`src/include/branch_shift_pkg.sv`:
```
// shared types and constants for the branch and shift execution slice
`default_nettype none
package branch_shift_pkg;
    // widths
    localparam int PC_W   = 16;
    localparam int OFF_W  = 7;
    localparam int IOA_W  = 6;
    localparam int DATA_W = 8;
    localparam int SEL_W  = 3;

    // status bit positions inside cpu_flag_reg
    localparam logic [SEL_W-1:0] FLAG_C = 3'h0;
    localparam logic [SEL_W-1:0] FLAG_Z = 3'h1;
    localparam logic [SEL_W-1:0] FLAG_N = 3'h2;
    localparam logic [SEL_W-1:0] FLAG_V = 3'h3;
    localparam logic [SEL_W-1:0] FLAG_S = 3'h4;
    localparam logic [SEL_W-1:0] FLAG_H = 3'h5;
    localparam logic [SEL_W-1:0] FLAG_T = 3'h6;
    localparam logic [SEL_W-1:0] FLAG_I = 3'h7;

    // data bit positions used by the shifts
    localparam int MSB_POS  = DATA_W - 1;
    localparam int HALF_POS = 3;
    localparam int NIB_W    = 4;

    // reset values and branch pc step
    localparam logic [DATA_W-1:0] FLAGS_RST = 8'h00;
    localparam logic [PC_W-1:0]   PC_RST    = 16'h0000;
    localparam logic [PC_W-1:0]   PC_STEP   = 16'h0001;

    // operations handled by this slice
    typedef enum logic [4:0] {
        OP_NONE               = 5'h00,
        OP_BRANCH_FLAG_CLEAR  = 5'h01,
        OP_BRANCH_EQUAL       = 5'h02,
        OP_BRANCH_NOT_EQUAL   = 5'h03,
        OP_BRANCH_CARRY_SET   = 5'h04,
        OP_BRANCH_CARRY_CLEAR = 5'h05,
        OP_BRANCH_SAME_HIGHER = 5'h06,
        OP_BRANCH_LOWER       = 5'h07,
        OP_BRANCH_MINUS       = 5'h08,
        OP_BRANCH_PLUS        = 5'h09,
        OP_BRANCH_GE_SIGNED   = 5'h0a,
        OP_BRANCH_LT_SIGNED   = 5'h0b,
        OP_BRANCH_HALF_SET    = 5'h0c,
        OP_BRANCH_HALF_CLEAR  = 5'h0d,
        OP_BRANCH_USER_SET    = 5'h0e,
        OP_BRANCH_USER_CLEAR  = 5'h0f,
        OP_BRANCH_OVF_SET     = 5'h10,
        OP_BRANCH_OVF_CLEAR   = 5'h11,
        OP_BRANCH_IRQ_ON      = 5'h12,
        OP_BRANCH_IRQ_OFF     = 5'h13,
        OP_SHIFT_LEFT_LOGICAL = 5'h14,
        OP_SHIFT_RIGHT_LOGIC  = 5'h15,
        OP_ROTATE_LEFT_CARRY  = 5'h16,
        OP_ROTATE_RIGHT_CARRY = 5'h17,
        OP_SHIFT_RIGHT_ARITH  = 5'h18,
        OP_NIBBLE_EXCHANGE    = 5'h19,
        OP_FLAG_BIT_SET       = 5'h1a,
        OP_FLAG_BIT_CLEAR     = 5'h1b,
        OP_IO_BIT_SET         = 5'h1c
    } op_t;

    // one request from fetch/decode
    typedef struct packed {
        op_t               op;
        logic [SEL_W-1:0]  sel;
        logic [DATA_W-1:0] rd_data;
        logic [OFF_W-1:0]  offset;
        logic [IOA_W-1:0]  io_addr;
        logic [DATA_W-1:0] io_rdata;
        logic [PC_W-1:0]   pc;
    } exec_req_t;

    // register and io write-back
    typedef struct packed {
        logic              rd_we;
        logic [DATA_W-1:0] rd_data;
        logic              io_we;
        logic [IOA_W-1:0]  io_addr;
        logic [DATA_W-1:0] io_data;
    } write_back_t;

    // execution states, one-hot
    typedef enum logic [1:0] {
        ST_IDLE   = 2'b01,
        ST_BRANCH = 2'b10
    } exec_state_t;
endpackage
`default_nettype wire

```
`src/hdl/cond_branch_and_shift_exec.sv`:
```
// execution of conditional branches, shifts, flag and io bit operations
`timescale 1ns/1ps
`default_nettype none

// Overview of operation
// - branch_flag_clear jumps to pc+offset+1 on selected flag zero; 1/2 cycles.
// - branch_equal jumps on zero flag one, branch_not_equal on it zero.
// - carry set/lower jump on carry one; clear/same-higher on carry zero.
// - branch_minus jumps on negative flag one, branch_plus on it zero.
// - ge_signed jumps when negative xor overflow is zero, lt_signed when one.
// - half_set jumps on half carry one, half_clear on half carry zero.
// - user_bit_set jumps on user flag one, user_bit_clear on zero.
// - ovf_set jumps on overflow one, ovf_clear on overflow zero.
// - irq_on/off test global enable flag; branches never change any flag.
// - left shift in one cycle, zero into bit 0, updates Z C N V H.
// - logical right shift, zero into bit 7, updates Z C N V, keeps H.
// - rotate left through carry, old bit 7 to carry, updates Z C N V H.
// - rotate right through carry, old bit 0 to carry, updates Z C N V.
// - arithmetic right shift keeps msb, updates Z C N V.
// - nibble exchange swaps register halves in one cycle, flags untouched.
// - flag set/clear forces only the selected status bit, one cycle.
// - io bit set raises one io bit, others and flags untouched.
module cond_branch_and_shift_exec (
    // clock and reset
    input  wire logic                            i_clock,
    input  wire logic                            i_reset_n,
    // request from fetch/decode
    input  wire logic                            i_valid,
    input  wire branch_shift_pkg::exec_req_t     i_req,
    output logic                                 o_ready,
    output logic                                 o_done,
    // status flags from the rest of the core
    input  wire logic                            i_flag_load,
    input  wire logic [branch_shift_pkg::DATA_W-1:0] i_flag_data,
    output logic [branch_shift_pkg::DATA_W-1:0]  o_flags,
    // program counter update
    output logic                                 o_pc_load,
    output logic [branch_shift_pkg::PC_W-1:0]    o_pc_value,
    // register and io write-back
    output branch_shift_pkg::write_back_t        o_wb
);
    import branch_shift_pkg::*;

    exec_state_t       state_r;
    exec_state_t       state_nxt;
    logic [DATA_W-1:0] flags_r;
    logic [DATA_W-1:0] flags_nxt;
    logic [PC_W-1:0]   target_r;
    logic              done_r;
    logic              pc_load_r;
    logic [PC_W-1:0]   pc_value_r;
    write_back_t       wb_r;
    write_back_t       wb_nxt;

    // request decode
    wire logic accept = i_valid && (state_r == ST_IDLE);
    wire op_t  op     = i_req.op;

    wire logic flag_c = flags_r[FLAG_C];
    wire logic flag_z = flags_r[FLAG_Z];
    wire logic flag_n = flags_r[FLAG_N];
    wire logic flag_v = flags_r[FLAG_V];
    wire logic flag_h = flags_r[FLAG_H];
    wire logic flag_t = flags_r[FLAG_T];
    wire logic flag_i = flags_r[FLAG_I];
    wire logic flag_sel = flags_r[i_req.sel];

    // relative target, offset sign-extended so back jumps work
    wire logic [PC_W-1:0] offset_ext =
        {{(PC_W-OFF_W){i_req.offset[OFF_W-1]}}, i_req.offset};
    wire logic [PC_W-1:0] branch_target =
        i_req.pc + offset_ext + PC_STEP;

    // branch condition per opcode
    logic is_branch;
    logic branch_cond;
    always_comb begin
        is_branch   = 1'b1;
        branch_cond = 1'b0;
        case (op)
            OP_BRANCH_FLAG_CLEAR:  branch_cond = !flag_sel;
            OP_BRANCH_EQUAL:       branch_cond = flag_z;
            OP_BRANCH_NOT_EQUAL:   branch_cond = !flag_z;
            OP_BRANCH_CARRY_SET,
            OP_BRANCH_LOWER:       branch_cond = flag_c;
            OP_BRANCH_CARRY_CLEAR,
            OP_BRANCH_SAME_HIGHER: branch_cond = !flag_c;
            OP_BRANCH_MINUS:       branch_cond = flag_n;
            OP_BRANCH_PLUS:        branch_cond = !flag_n;
            OP_BRANCH_GE_SIGNED:   branch_cond = !(flag_n ^ flag_v);
            OP_BRANCH_LT_SIGNED:   branch_cond = flag_n ^ flag_v;
            OP_BRANCH_HALF_SET:    branch_cond = flag_h;
            OP_BRANCH_HALF_CLEAR:  branch_cond = !flag_h;
            OP_BRANCH_USER_SET:    branch_cond = flag_t;
            OP_BRANCH_USER_CLEAR:  branch_cond = !flag_t;
            OP_BRANCH_OVF_SET:     branch_cond = flag_v;
            OP_BRANCH_OVF_CLEAR:   branch_cond = !flag_v;
            OP_BRANCH_IRQ_ON:      branch_cond = flag_i;
            OP_BRANCH_IRQ_OFF:     branch_cond = !flag_i;
            default:               is_branch   = 1'b0;
        endcase
    end

    wire logic take_branch = accept && is_branch && branch_cond;

    // shift and rotate datapath
    wire logic [DATA_W-1:0] d  = i_req.rd_data;
    wire logic              d_msb = d[MSB_POS];
    wire logic              d_lsb = d[0];

    logic [DATA_W-1:0] sh_res;
    logic              sh_carry;
    logic              sh_is_left;
    logic              is_shift;
    always_comb begin
        sh_res     = d;
        sh_carry   = flag_c;
        sh_is_left = 1'b0;
        is_shift   = 1'b1;
        case (op)
            OP_SHIFT_LEFT_LOGICAL: begin
                sh_res     = {d[DATA_W-2:0], 1'b0};
                sh_carry   = d_msb;
                sh_is_left = 1'b1;
            end
            OP_SHIFT_RIGHT_LOGIC: begin
                sh_res   = {1'b0, d[DATA_W-1:1]};
                sh_carry = d_lsb;
            end
            OP_ROTATE_LEFT_CARRY: begin
                sh_res     = {d[DATA_W-2:0], flag_c};
                sh_carry   = d_msb;
                sh_is_left = 1'b1;
            end
            OP_ROTATE_RIGHT_CARRY: begin
                sh_res   = {flag_c, d[DATA_W-1:1]};
                sh_carry = d_lsb;
            end
            OP_SHIFT_RIGHT_ARITH: begin
                sh_res   = {d_msb, d[DATA_W-1:1]};
                sh_carry = d_lsb;
            end
            default: is_shift = 1'b0;
        endcase
    end

    // shift flags; overflow is sign xor new carry as for all shifts
    wire logic sh_z = (sh_res == '0);
    wire logic sh_n = sh_res[MSB_POS];
    wire logic sh_v = sh_n ^ sh_carry;
    // half carry out of bit 3 only exists for the left moves
    wire logic sh_h = sh_is_left ? d[HALF_POS] : flag_h;

    wire logic [DATA_W-1:0] swapped =
        {d[NIB_W-1:0], d[DATA_W-1:NIB_W]};

    // one-hot mask for flag and io bit selection
    wire logic [DATA_W-1:0] sel_mask = DATA_W'(1) << i_req.sel;

    // next flag value; branches, swap and io ops leave flags alone
    always_comb begin
        flags_nxt = flags_r;
        if (i_flag_load) begin
            flags_nxt = i_flag_data;
        end
        if (accept) begin
            case (op)
                OP_FLAG_BIT_SET:   flags_nxt = flags_r | sel_mask;
                OP_FLAG_BIT_CLEAR: flags_nxt = flags_r & ~sel_mask;
                default: begin
                    if (is_shift) begin
                        flags_nxt         = flags_r;
                        flags_nxt[FLAG_Z] = sh_z;
                        flags_nxt[FLAG_C] = sh_carry;
                        flags_nxt[FLAG_N] = sh_n;
                        flags_nxt[FLAG_V] = sh_v;
                        flags_nxt[FLAG_H] = sh_h;
                    end
                end
            endcase
        end
    end

    // write-back selection
    always_comb begin
        wb_nxt         = '0;
        wb_nxt.io_addr = i_req.io_addr;
        if (accept) begin
            if (is_shift) begin
                wb_nxt.rd_we   = 1'b1;
                wb_nxt.rd_data = sh_res;
            end else if (op == OP_NIBBLE_EXCHANGE) begin
                wb_nxt.rd_we   = 1'b1;
                wb_nxt.rd_data = swapped;
            end else if (op == OP_IO_BIT_SET) begin
                wb_nxt.io_we   = 1'b1;
                wb_nxt.io_data = i_req.io_rdata | sel_mask;
            end
        end
    end

    // taken branch spends one extra cycle before the pc is loaded
    always_comb begin
        state_nxt = state_r;
        case (state_r)
            ST_IDLE: begin
                if (take_branch) begin
                    state_nxt = ST_BRANCH;
                end
            end
            ST_BRANCH: state_nxt = ST_IDLE;
            default:   state_nxt = ST_IDLE;
        endcase
    end

    always_ff @(posedge i_clock or negedge i_reset_n) begin
        if (!i_reset_n) begin
            state_r <= ST_IDLE;
            flags_r <= FLAGS_RST;
        end else begin
            state_r <= state_nxt;
            flags_r <= flags_nxt;
        end
    end

    always_ff @(posedge i_clock or negedge i_reset_n) begin
        if (!i_reset_n) begin
            target_r <= PC_RST;
        end else if (take_branch) begin
            target_r <= branch_target;
        end
    end

    // not-taken and one-cycle ops finish at once, taken branch a cycle later
    wire logic done_nxt = (accept && !take_branch) ||
                          (state_r == ST_BRANCH);
    wire logic pc_load_nxt = (state_r == ST_BRANCH);

    always_ff @(posedge i_clock or negedge i_reset_n) begin
        if (!i_reset_n) begin
            done_r     <= 1'b0;
            pc_load_r  <= 1'b0;
            pc_value_r <= PC_RST;
            wb_r       <= '0;
        end else begin
            done_r    <= done_nxt;
            pc_load_r <= pc_load_nxt;
            wb_r      <= wb_nxt;
            if (pc_load_nxt) begin
                pc_value_r <= target_r;
            end
        end
    end

    assign o_ready    = (state_r == ST_IDLE);
    assign o_done     = done_r;
    assign o_flags    = flags_r;
    assign o_pc_load  = pc_load_r;
    assign o_pc_value = pc_value_r;
    assign o_wb       = wb_r;

endmodule // cond_branch_and_shift_exec
`default_nettype wire

```
`config.mk`:
```
export PLATFORM = sky130hd
export DESIGN_NAME = cond_branch_and_shift_exec
export DESIGN_NICKNAME = d
export VERILOG_FILES = /design/src/include/branch_shift_pkg.sv /design/src/hdl/cond_branch_and_shift_exec.sv
export SDC_FILE = /design/constraint.sdc
export NUM_CORES = 1
export LEC_CHECK = 0
export BUFFER_PORTS_ARGS = -buffer_cell sky130_fd_sc_hd__buf_4
export CAP_MARGIN = 20
export CORE_ASPECT_RATIO = 0.8
export CORE_UTILIZATION = 49
export CTS_BUF_LIST = sky130_fd_sc_hd__clkbuf_4
export CTS_CLUSTER_DIAMETER = 200
export CTS_CLUSTER_SIZE = 14
export DETAILED_ROUTE_END_ITERATION = 8
export PLACE_DENSITY = 0.9
export SYNTH_ARGS = -nofsm -noshare
export SYNTH_HDL_FRONTEND = slang
export SYNTH_SLANG_ARGS = --single-unit
```
`constraint.sdc`:
```
create_clock -name i_clock -period 2.2 [get_ports i_clock]
set_input_delay 0.33 -clock i_clock [delete_from_list [all_inputs] [get_ports i_clock]]
set_output_delay 0.33 -clock i_clock [all_outputs]
set_load 0.005 [all_outputs]
```
## Word level (Yosys, flattened, before mapping)

Index checks and enable logic that the tools add are counted.

- Logic and storage cells: 103
- Memory bits (writable): 0
- Bits in read-only memories: 0
- Memories kept: 0
- Bits of input ports: 65
- Register bits after elaboration: 68
- Latch bits: 0

- Magnitude comparators: 1
- Bitwise operators: 6
- Multiplexer cells: 25
- Multipliers: 0
- Equality and inequality tests: 33
- Add/subtract/negate cells: 2
- Reduce and logical (&&, ||, !) cells: 22
- Divide/modulo/power cells: 0
- Shift operators: 1

Operator list:

| kind | count |
|---|---|
| 5-bit equality test, second input constant | 13 |
| 8-bit two-way mux | 7 |
| 5-bit by 4-bit equality test with 1-bit output, second input constant | 8 |
| 8-bit case mux with 5 select lines | 1 |
| 5-bit by 3-bit equality test with 1-bit output, second input constant | 4 |
| 19-bit OR reduction | 1 |
| 9-bit two-way mux | 2 |
| 1-bit case mux with 17 select lines | 1 |
| 16-bit by 1-bit adder with 16-bit output, second input constant | 1 |
| 16-bit adder | 1 |
| 8-bit OR | 2 |
| 8-bit case mux with 2 select lines | 1 |
| 5-bit by 2-bit equality test with 1-bit output, second input constant | 2 |
| 1-bit zero test | 10 |
| 10-bit two-way mux | 1 |
| 8-bit AND | 1 |
| 8-bit zero test | 1 |
| 1-bit two-way mux | 8 |
| 8-bit inverter | 1 |
| 1-bit by 3-bit << shifter with 8-bit output, first input constant | 1 |
| 2-bit OR reduction | 3 |
| 5-bit by 1-bit equality test with 1-bit output, second input constant | 1 |
| 5-bit by 3-bit inequality test with 1-bit output, second input constant | 1 |
| 5-bit OR reduction | 1 |
| 12 further kinds | 17 |

## Logic depth before layout (Yosys ltp)

Gate-level depths: netlist (run 1).

- Depth in word-level cells: 8
- Mapped depth: 10
- Depth with buffers taken out: 10

## Worst setup path after synthesis (run 1)

Ideal clock, no wire load.

- Kind: in2reg
- Start point: input port i_req[0] in the netlist's numbering
- End point: register target_r[14]
- Library setup time: 0.125 ns
- Path slack: -0.248 ns
- Arrival time: 2.323 ns
- Path buffers: 0
- Stages: 10
- Required time: 2.075 ns
- Cell sequence: inv_1 > ha_1 > inv_1 > fa_1 > a21o_1 > a221oi_1 > o21ai_0 > a211oi_1 > nor4bb_1 > mux2_2

- Word-level cells in the longest chain between the ends: 2

RTL lines:

| item | line | source |
|---|---|---|
| start: declaration | cond_branch_and_shift_exec.sv:29 | `input wire branch_shift_pkg::exec_req_t i_req,` |
| 16-bit adder | cond_branch_and_shift_exec.sv:72 | `i_req.pc + offset_ext + PC_STEP;` |
| 16-bit by 1-bit adder with 16-bit output | cond_branch_and_shift_exec.sv:72 |  |
| end signal: assignment | cond_branch_and_shift_exec.sv:230 | `target_r <= branch_target;` |
| end: declaration | cond_branch_and_shift_exec.sv:48 | `logic [PC_W-1:0] target_r;` |

Every way passes these cells.
A chain may end at the register's enable or synchronous reset.

## Final worst setup path (run 1)

- Start point: register flags_r[5] (netlist: o_flags[5])
- End point: register target_r[11]

- Word-level cells in the longest chain between the ends: 5
- Elaborated cells on any way between the ends: 6
- Classes of those cells: mux (3); reduce/logical (3)

RTL lines:

| item | line | source |
|---|---|---|
| start: declaration | cond_branch_and_shift_exec.sv:46 | `logic [DATA_W-1:0] flags_r;` |
| start signal: assignment | cond_branch_and_shift_exec.sv:222 | `flags_r <= flags_nxt;` |
| 1-bit binary-select mux with 3-bit select | cond_branch_and_shift_exec.sv:66 | `wire logic flag_sel = flags_r[i_req.sel];` |
| 1-bit two-way mux (not written as such) | cond_branch_and_shift_exec.sv:66 |  |
| 1-bit zero test | cond_branch_and_shift_exec.sv:81 | `OP_BRANCH_FLAG_CLEAR: branch_cond = !flag_sel;` |
| 1-bit case mux with 17 select lines (*) | cond_branch_and_shift_exec.sv:80 | `case (op)` |
| 1-bit logical AND (*) | cond_branch_and_shift_exec.sv:104 | `wire logic take_branch = accept && is_branch && branch_cond;` |

Every way passes the cells marked *; elsewhere a longest branch is shown, timed or not. The select of a mux whose other input is x is not followed.

==> results.txt, run 1 <==
----------------------------------------------------
[Critical path]
  Critical Path Sink Type ... flip-flop
  WS Path Type ... flip-flop to flip-flop
  Data required time at the worst endpoint ... roughly 2.5 ns
  Critical-path maximum fanout ... 19
  Delay-heaviest family, CP ... multiplexers
  Peak per-stage delay on the critical path ... ~0.48 ns
  Arrival @ worst endpoint ... around 2.5 ns
  Critical path launch point type ... flip-flop
  CP max-delay cell ... mux4_2
  Sum of buffers and inverters on the critical path ... 1
  Series of cell instances along the critical path ... mux4_2 > mux2i_1 > a221oi_2 > o41ai_4 > buf_12 > mux2_2

[Global route]
  Global-route wire length before repair ... about 18000 um
  Pin count of the biggest net entering global routing ... approximately 70
  Number of antenna violations at the first check in global routing ... 0
  Number of global-route vias before repair ... 3723
  Overflow after GRT ... 0
  Global Route Usage Sum ... 28.3%

[Drt]
  Remaining DRCs ... 0
  Count of routing violations after the opening detailed-route iteration ... 190
  Number of vias after detailed routing ... 3748
  Wirelength per Cell ... 17.5 um
  Number of vias per cell after detailed routing ... 5.84
  Pre-antenna DRT Iters ... 4
  Routed Wire Length ... about 11000 um
  Detail Route Antenna Nets ... 0

[Timing]
  Max Clk Rate ... around 0.45 GHz
  Final period demand of the worst path ... about 2.2 ns
  RSZ-0062 raised after global routing ... true
  Maximum clock skew at final layout ... 0.0187 ns
  Normalized max-slew margin ... 43.4%
  Setup-violating endpoint count in the final report ... 2
  Max-slew violation total from the final report ... 0
  Hold Worst Slack ... 0.000460 ns
  Post-route setup TNS ... -0.00170 ns
  Worst Setup Slack, final ... -0.00140 ns
  Fin. Hold Viols ... 0
  Measured slew at the worst slew-check pin ... approximately 0.85 ns
  Portion of the clock cycle consumed by the worst path in the final layout ... 100%

[Finish]
  Fraction of layout instances using a drive strength above 1 ... about 40%
  Utilization of the core after routing ... between 70% and 80%
  Flip-flop and latch area ... 0.00170 sq mm
  Total non-filler cell area in the finished layout ... 0.00539 sq mm
  Area growth syn-to-layout ... 36.6%
  Combined area of the multi-input logic cells ... 0.00213 sq mm
  Final layout net count ... 614
  Number of antenna cells inserted ... 0
  Count of filler cells inserted in the layout ... 570

[Floorplanning]
  Core ar. ... 0.00760 sq mm
  Starting density of the core ... just over 50%
  Row count ... 28
  Boundary Pins ... 116
  Die X-Extent ... 102 um
  Area of the die ... 0.00843 sq mm
  Y dimension of the die ... between 80 and 90 um

[Run status]
  Status ... complete, but fails checks
  Violations in the final reports ... negative setup slack

[Pwr]
  Worst vdd ir ... 0.519 mV
  Post-route total power ... around 4000 uW
  Leakage Power ... 0.00261 uW
  Pwr dens ... 750 mW/mm^2

[Clocking]
  # Post-CTS Setup Buffers ... 0
  Max Buffers Root-to-Sink ... 2
  Clock Sinks ... 68
  Total CTS buffers ... 9
  CTS H-tree lvls ... 3
  Clock-pin transition on the worst setup and hold timing paths ... approximately 0.12 ns
  Clk Tree Root Cell ... clkbuf_4
  Clock latency reported for the late side of the worst-skew pair ... 0.41 ns
  CTS tree ... built

[Synthesis]
  Mapped cell area ... around 0.004 sq mm
  Primary flip-flop cell chosen by synthesis mapping ... dfrtp_1
  Mean post-synth cell area ... 10.3 sq um
  Count of unique library cells instantiated by Yosys ... 59
  Yosys reg bits ... 68
  EDFF count, synth ... 0
  Warnings from Yosys ... 0
  Post-Synthesis Net Count ... 464
  Sequential cell area fraction in the yosys report ... 43.1%
  Number of instances in the synthesized netlist ... around 380
  Async set-reset flop share out of synthesis ... 100%

[Placement]
  I/O Buffers ... 115
  HPWL reported at the end of detailed placement ... slightly above 8000 um
  GPL Wtd Cong ... 0.921
  Area after DPL ... 0.00515 sq mm

[Hold path]
  Worst hold path class ... primary input to asynchronous set/reset pin

[Job]
  Max cap viols ... 0

----------------------------------------------------
worst paths after layout:
path	from	to	slack, ns	cells past startpoint
min in group i_clock	i_req[18]	o_wb[2]	0.12	3
min	i_reset_n	o_wb[20]	0.0005	1
max	o_flags[5]	target_r[11]	-0.001	6
max in group asynchronous	i_reset_n	o_flags[0]	1.60	1
min reg2reg	target_r[2]	target_r[2]	0.52	1
max reg2reg	o_flags[5]	target_r[11]	-0.001	6
where the power goes:
group          internal [uW]  switching [uW]
sequential              1560             180
clock                    456             485
combinational            799             569
per-stage QoR:
stage | setup slack, ns | instances
global placement | -0.192 | 621
detailed placement | -0.284 | 621
CTS | 0.00936 | 639
finish | -0.00140 | 642
global route | -0.0257 | 642
floorplan | -0.0676 | 383
cells in the final DEF (no fill, tap or decap), drive strengths merged, types with 4 or more instances in the layout:
cell type | synthesis | final
buf | 5 | 152
dfrtp | 67 | 67
mux2 | 32 | 32
nor2 | 27 | 27
a21oi | 25 | 25
nand2 | 22 | 22
o21ai | 20 | 20
ha | 15 | 15
inv | 14 | 15
xnor2 | 12 | 12
nor3 | 11 | 11
mux2i | 9 | 9
clkbuf | 14 | 9
a31oi | 7 | 7
xor2 | 7 | 7
nand3 | 6 | 6
a211oi | 6 | 6
dlygate4sd3 | 0 | 6
a221oi | 6 | 6
o22ai | 5 | 5
a22oi | 5 | 5
o211ai | 5 | 5
nor2b | 4 | 4
o21a | 4 | 4
nor3b | 4 | 4
nand4 | 4 | 4
state kept, by name, indices dropped and copies added (netlist names):
register    count
o_flags         8
o_wb           24
state_r         2
target_r       16
o_done          1
o_pc_value     16
o_pc_load       1
per-layer routing:
metal  track usage [%]  vias up  share of wire, %
met5                 0        -                 0
met4              9.00        0               1.5
met3              6.82       21               6.9
met2              47.4      172                49
met1              36.3     1840                42
li1                  -     1715                 -
area by class of cell:
type,instances,share of cell area [%]
multi-input combinational,282,39.5
sequential,68,31.6
timing repair buffer,158,22.6
tap,105,2.44
clock inverter,6,1.65
clock buffer,9,1.25
inverter,14,0.974
cells by family after synthesis:
| kind of cell | synth area share [%] |
|---|---|
| AO/OA/AOI/OAI | 17.4 |
| XOR/XNOR | 4.21 |
| adder cells (fa/ha/maj) | 5.26 |
| buffers and inverters | 3.48 |
| flip-flops | 43.1 |
| multiplexers | 13.3 |
| AND/OR/NAND/NOR | 13.2 |
synth_stat cells (all sizes together) (9+ instances only):
master  count  area [sq um]
a21oi      25           125
clkbuf     14          52.6
dfrtp      67          1680
ha         15           188
inv        14          52.6
mux2       32           383
mux2i       9          90.1
nand2      22          82.6
nor2       27           101
nor3       11          55.1
o21ai      20           100
xnor2      12           105
worst register-to-register path: stages, from the launching register on:
cell and delay (ns):
dfrtp_1 0.45, mux4_2 0.48, mux2i_1 0.21, a221oi_2 0.12, o41ai_4 0.27, buf_12 0.23, mux2_2 0.36
repair_timing:
action | in CTS | in global routing
setup endpoints to repair | 0 | 15
hold buffers | 3 | 3
gates resized for setup | 0 | 8
endpoints found under the hold margin | 3 | 3
Note: power is estimated with default switching activity, not from simulation.
==> inputs of run 2 (changes only) <==
- CELL_PAD_IN_SITES_DETAIL_PLACEMENT: default -> 1
- CELL_PAD_IN_SITES_GLOBAL_PLACEMENT: default -> 2
- CORE_UTILIZATION: 49 -> 29
- CTS_BUF_LIST: sky130_fd_sc_hd__clkbuf_4 -> default
- PLACE_DENSITY: 0.9 -> 0.88
==> run 2 against run 1 <==
First-iteration DRC count decreased by 21%; sequential power barely moved; wire length increased by 8.9%; core utilization shrank 26 points; sequential share of layout area decreased by 2.6 points; global-route usage shrank 11 points; combinational power grew 9%; highest routed layer unchanged; register-to-register slack lost 0.07 ns; worst hold slack better by 0.093 ns; critical endpoint is now target_r[10]; the run still ends with negative setup slack left; clock skew fell by 0.013 ns; design area is 8.9% higher.
==> results.txt, run 2 (synthesized netlist as in run 1, its figures left out) <==
----------------------------------------------------
[Critical path]
  Critical Path Sink Type ... flip-flop
  Data required time at the worst endpoint ... 2.41 ns (-0.10 ns)
  Series of cell instances along the critical path ... buf_6 > mux4_2 > mux2i_4 > a221oi_4 > o41ai_4 > buf_6 > clkbuf_16 > mux2_4
  Cell repeated most along the worst path ... buf_6
  WS Path Type ... flip-flop to flip-flop
  Arrival @ worst endpoint ... 2.48 ns (-0.03 ns)
  Peak per-stage delay on the critical path ... 0.48 ns (about the same)
  Critical path launch point type ... flip-flop
  Critical-path maximum fanout ... 8 (-11)
  FF-to-FF path depth ... 8 (+2)
  Launch point of the worst reg-to-reg path ... o_flags[5]
  End of the worst register-to-register path ... target_r[10]
  Register-to-register setup slack ... -0.07 ns (-0.07 ns)
  CP max-delay cell ... mux4_2

[Timing]
  Max Clk Rate ... 0.440 GHz (-3.1%)
  Final period demand of the worst path ... 2.27 ns (+0.0707 ns)
  Worst Setup Slack, final ... -0.0721 ns (-0.0707 ns)
  Measured slew at the worst slew-check pin ... 0.864 ns (+0.0154 ns)
  Normalized max-slew margin ... 42.4% (-1.0 points)
  Max-slew violation total from the final report ... 0 (unchanged)
  Maximum clock skew at final layout ... 0.00556 ns (-0.0131 ns)
  RSZ-0062 raised after global routing ... true
  Fin. Hold Viols ... 0 (unchanged)
  Portion of the clock cycle consumed by the worst path in the final layout ... 103% (+3.2 points)
  Setup-violating endpoint count in the final report ... 16 (+14)

[Finish]
  Number of antenna cells inserted ... 0 (unchanged)
  Leading cell types in the layout, fill and taps excluded ... buf_4, dfrtp_1, nor2_1
  Most common cell after layout, fill and taps aside ... buf_4
  Final layout net count ... 626 (+2.0%)
  Number of flip-flops under the largest register name ... 24 (unchanged)
  Area growth syn-to-layout ... 48.7%
  Fraction of layout instances using a drive strength above 1 ... 42.7% (+3.1 points)
  Utilization of the core after routing ... 45.0% (-26 points)
  Count of filler cells inserted in the layout ... 1471 (+160%)

[Drt]
  Count of routing violations after the opening detailed-route iteration ... 150 (-21%)
  Routed Wire Length ... 12300 um (+8.9%)
  Detail Route Antenna Nets ... 0 (unchanged)
  Remaining DRCs ... 0 (unchanged)
  Number of vias after detailed routing ... 3651 (-2.6%)
  Pre-antenna DRT Iters ... 4 (unchanged)
  Number of vias per cell after detailed routing ... 5.04 (-14%)
  Wirelength per Cell ... 16.9 um (-3.5%)

[Clocking]
  Max Buffers Root-to-Sink ... 2 (unchanged)
  CTS H-tree lvls ... 3 (unchanged)
  Total CTS buffers ... 9 (unchanged)
  CTS tree ... built
  Clock-pin transition on the worst setup and hold timing paths ... 0.06 ns (-0.06 ns)
  Clock latency reported for the late side of the worst-skew pair ... 0.33 ns (-0.08 ns)
  Clk Tree Root Cell ... clkbuf_16
  Number of buffers inserted by hold repair at cts ... 0 (-3)
  Clock Sinks ... 68 (unchanged)

[Global route]
  Global Route Usage Sum ... 17.8% (-11 points)
  Pin count of the biggest net entering global routing ... 69 (unchanged)
  Number of global-route vias before repair ... 3816 (+2.5%)
  Number of antenna violations at the first check in global routing ... 0 (unchanged)
  Overflow after GRT ... 0 (unchanged)
  Global-route wire length before repair ... 19800 um (+10%)

[Run status]
  Violations in the final reports ... negative setup slack
  Status ... complete, but fails checks

[Floorplanning]
  Die X-Extent ... 132 um (+29%)
  Core ar. ... 0.0131 sq mm (+72%)
  Boundary Pins ... 116 (unchanged)
  Row count ... 37 (+32%)
  Y dimension of the die ... 106 um (+29%)
  Area of the die ... 0.0141 sq mm (+67%)
  Starting density of the core ... 30.3% (-22 points)

[Pwr]
  Pwr dens ... 856 mW/mm^2 (+14%)
  Leakage Power ... 0.00282 uW (+8.1%)
  Post-route total power ... 5030 uW (+24%)
  Worst vdd ir ... 0.728 mV (+40%)

[Hold path]
  Worst hold path class ... primary input to asynchronous set/reset pin

[Placement]
  GPL Wtd Cong ... 0.875 (-5.0%)
  I/O Buffers ... 115 (unchanged)
  HPWL reported at the end of detailed placement ... 9370 um (+15%)

[Job]
  Max cap viols ... 0 (unchanged)

----------------------------------------------------
run 2: cell count changes in the layout (fill, tap and decap cells not counted), sizes merged:
cell / change
buf: +16
clkbuf: +2
clkinv: +1
bufinv: +2
clkinvlp: -2
dlygate4sd3: -6
run 2: final cells by class:
class / instances / area, sq um / share of cell area (%)
Clock buffer: 9 / 225 / 3.83
Clock inverter: 7 / 146 / 2.49
Inverter: 14 / 52.6 / 0.894
Multi-Input combinational cell: 282 / 2200 / 37.4
Sequential cell: 68 / 1700 / 29.0
Tap cell: 175 / 219 / 3.73
Timing Repair Buffer: 170 / 1330 / 22.7
run 2: how the worst max path moves through the flow:
stage	slack, ns	cells past startpoint	to	from
after floorplan	-0.07	10	target_r[14]	i_req[0]
after global placement	-0.25	12	target_r[14]	i_req[0]
after detailed placement	-0.40	13	target_r[14]	i_req[0]
after CTS	-0.03	6	target_r[1]	o_flags[0]
after global routing	-0.13	8	target_r[10]	o_flags[5]
final	-0.07	8	target_r[10]	o_flags[5]
run 2: per-layer routing:
metal / up-vias / GRT usage [%] / routed length (um)
met5: - / 0 / 0
met4: 0 / 3.04 / 44
met3: 5 / 5.63 / 760
met2: 90 / 27.8 / 5430
met1: 1820 / 24.2 / 6030
li1: 1736 / - / -
run 2: power by group:
part           total, uW  internal, uW  switching, uW
sequential          1750          1560            186
clock               1780          1230            554
combinational       1500           896            602
total               5030          3690           1340
run 2: repair_timing:
item	CTS	global route
resized for setup	4	17
endpoints found under the setup margin	9	16
buffers inserted	2	3
hold endpoints to repair	0	0
gates cloned	0	2
run 2: metrics by stage:
stage | setup WS [ns] | setup TNS [ns] | instances | instance area (sq um) | hold slack [ns]
after floorplan | -0.0676 | -0.396 | 383 | 3960 | 0.0344
after global placement | -0.249 | -1.44 | 702 | 5330 | 0.441
after detailed placement | -0.402 | -2.38 | 702 | 5330 | 0.441
after CTS | -0.0304 | -0.173 | 720 | 5730 | 0.0974
after global routing | -0.125 | -1.76 | 725 | 5880 | 0.0957
final | -0.0721 | -0.739 | 725 | 5880 | 0.0937
run 2: worst max-delay path, delay by kind of cell (launching register included):
kind,cells,cell delay (ns)
compound gates,2,0.33
buf+inv,3,0.45
flops,1,0.39
mux,3,0.97
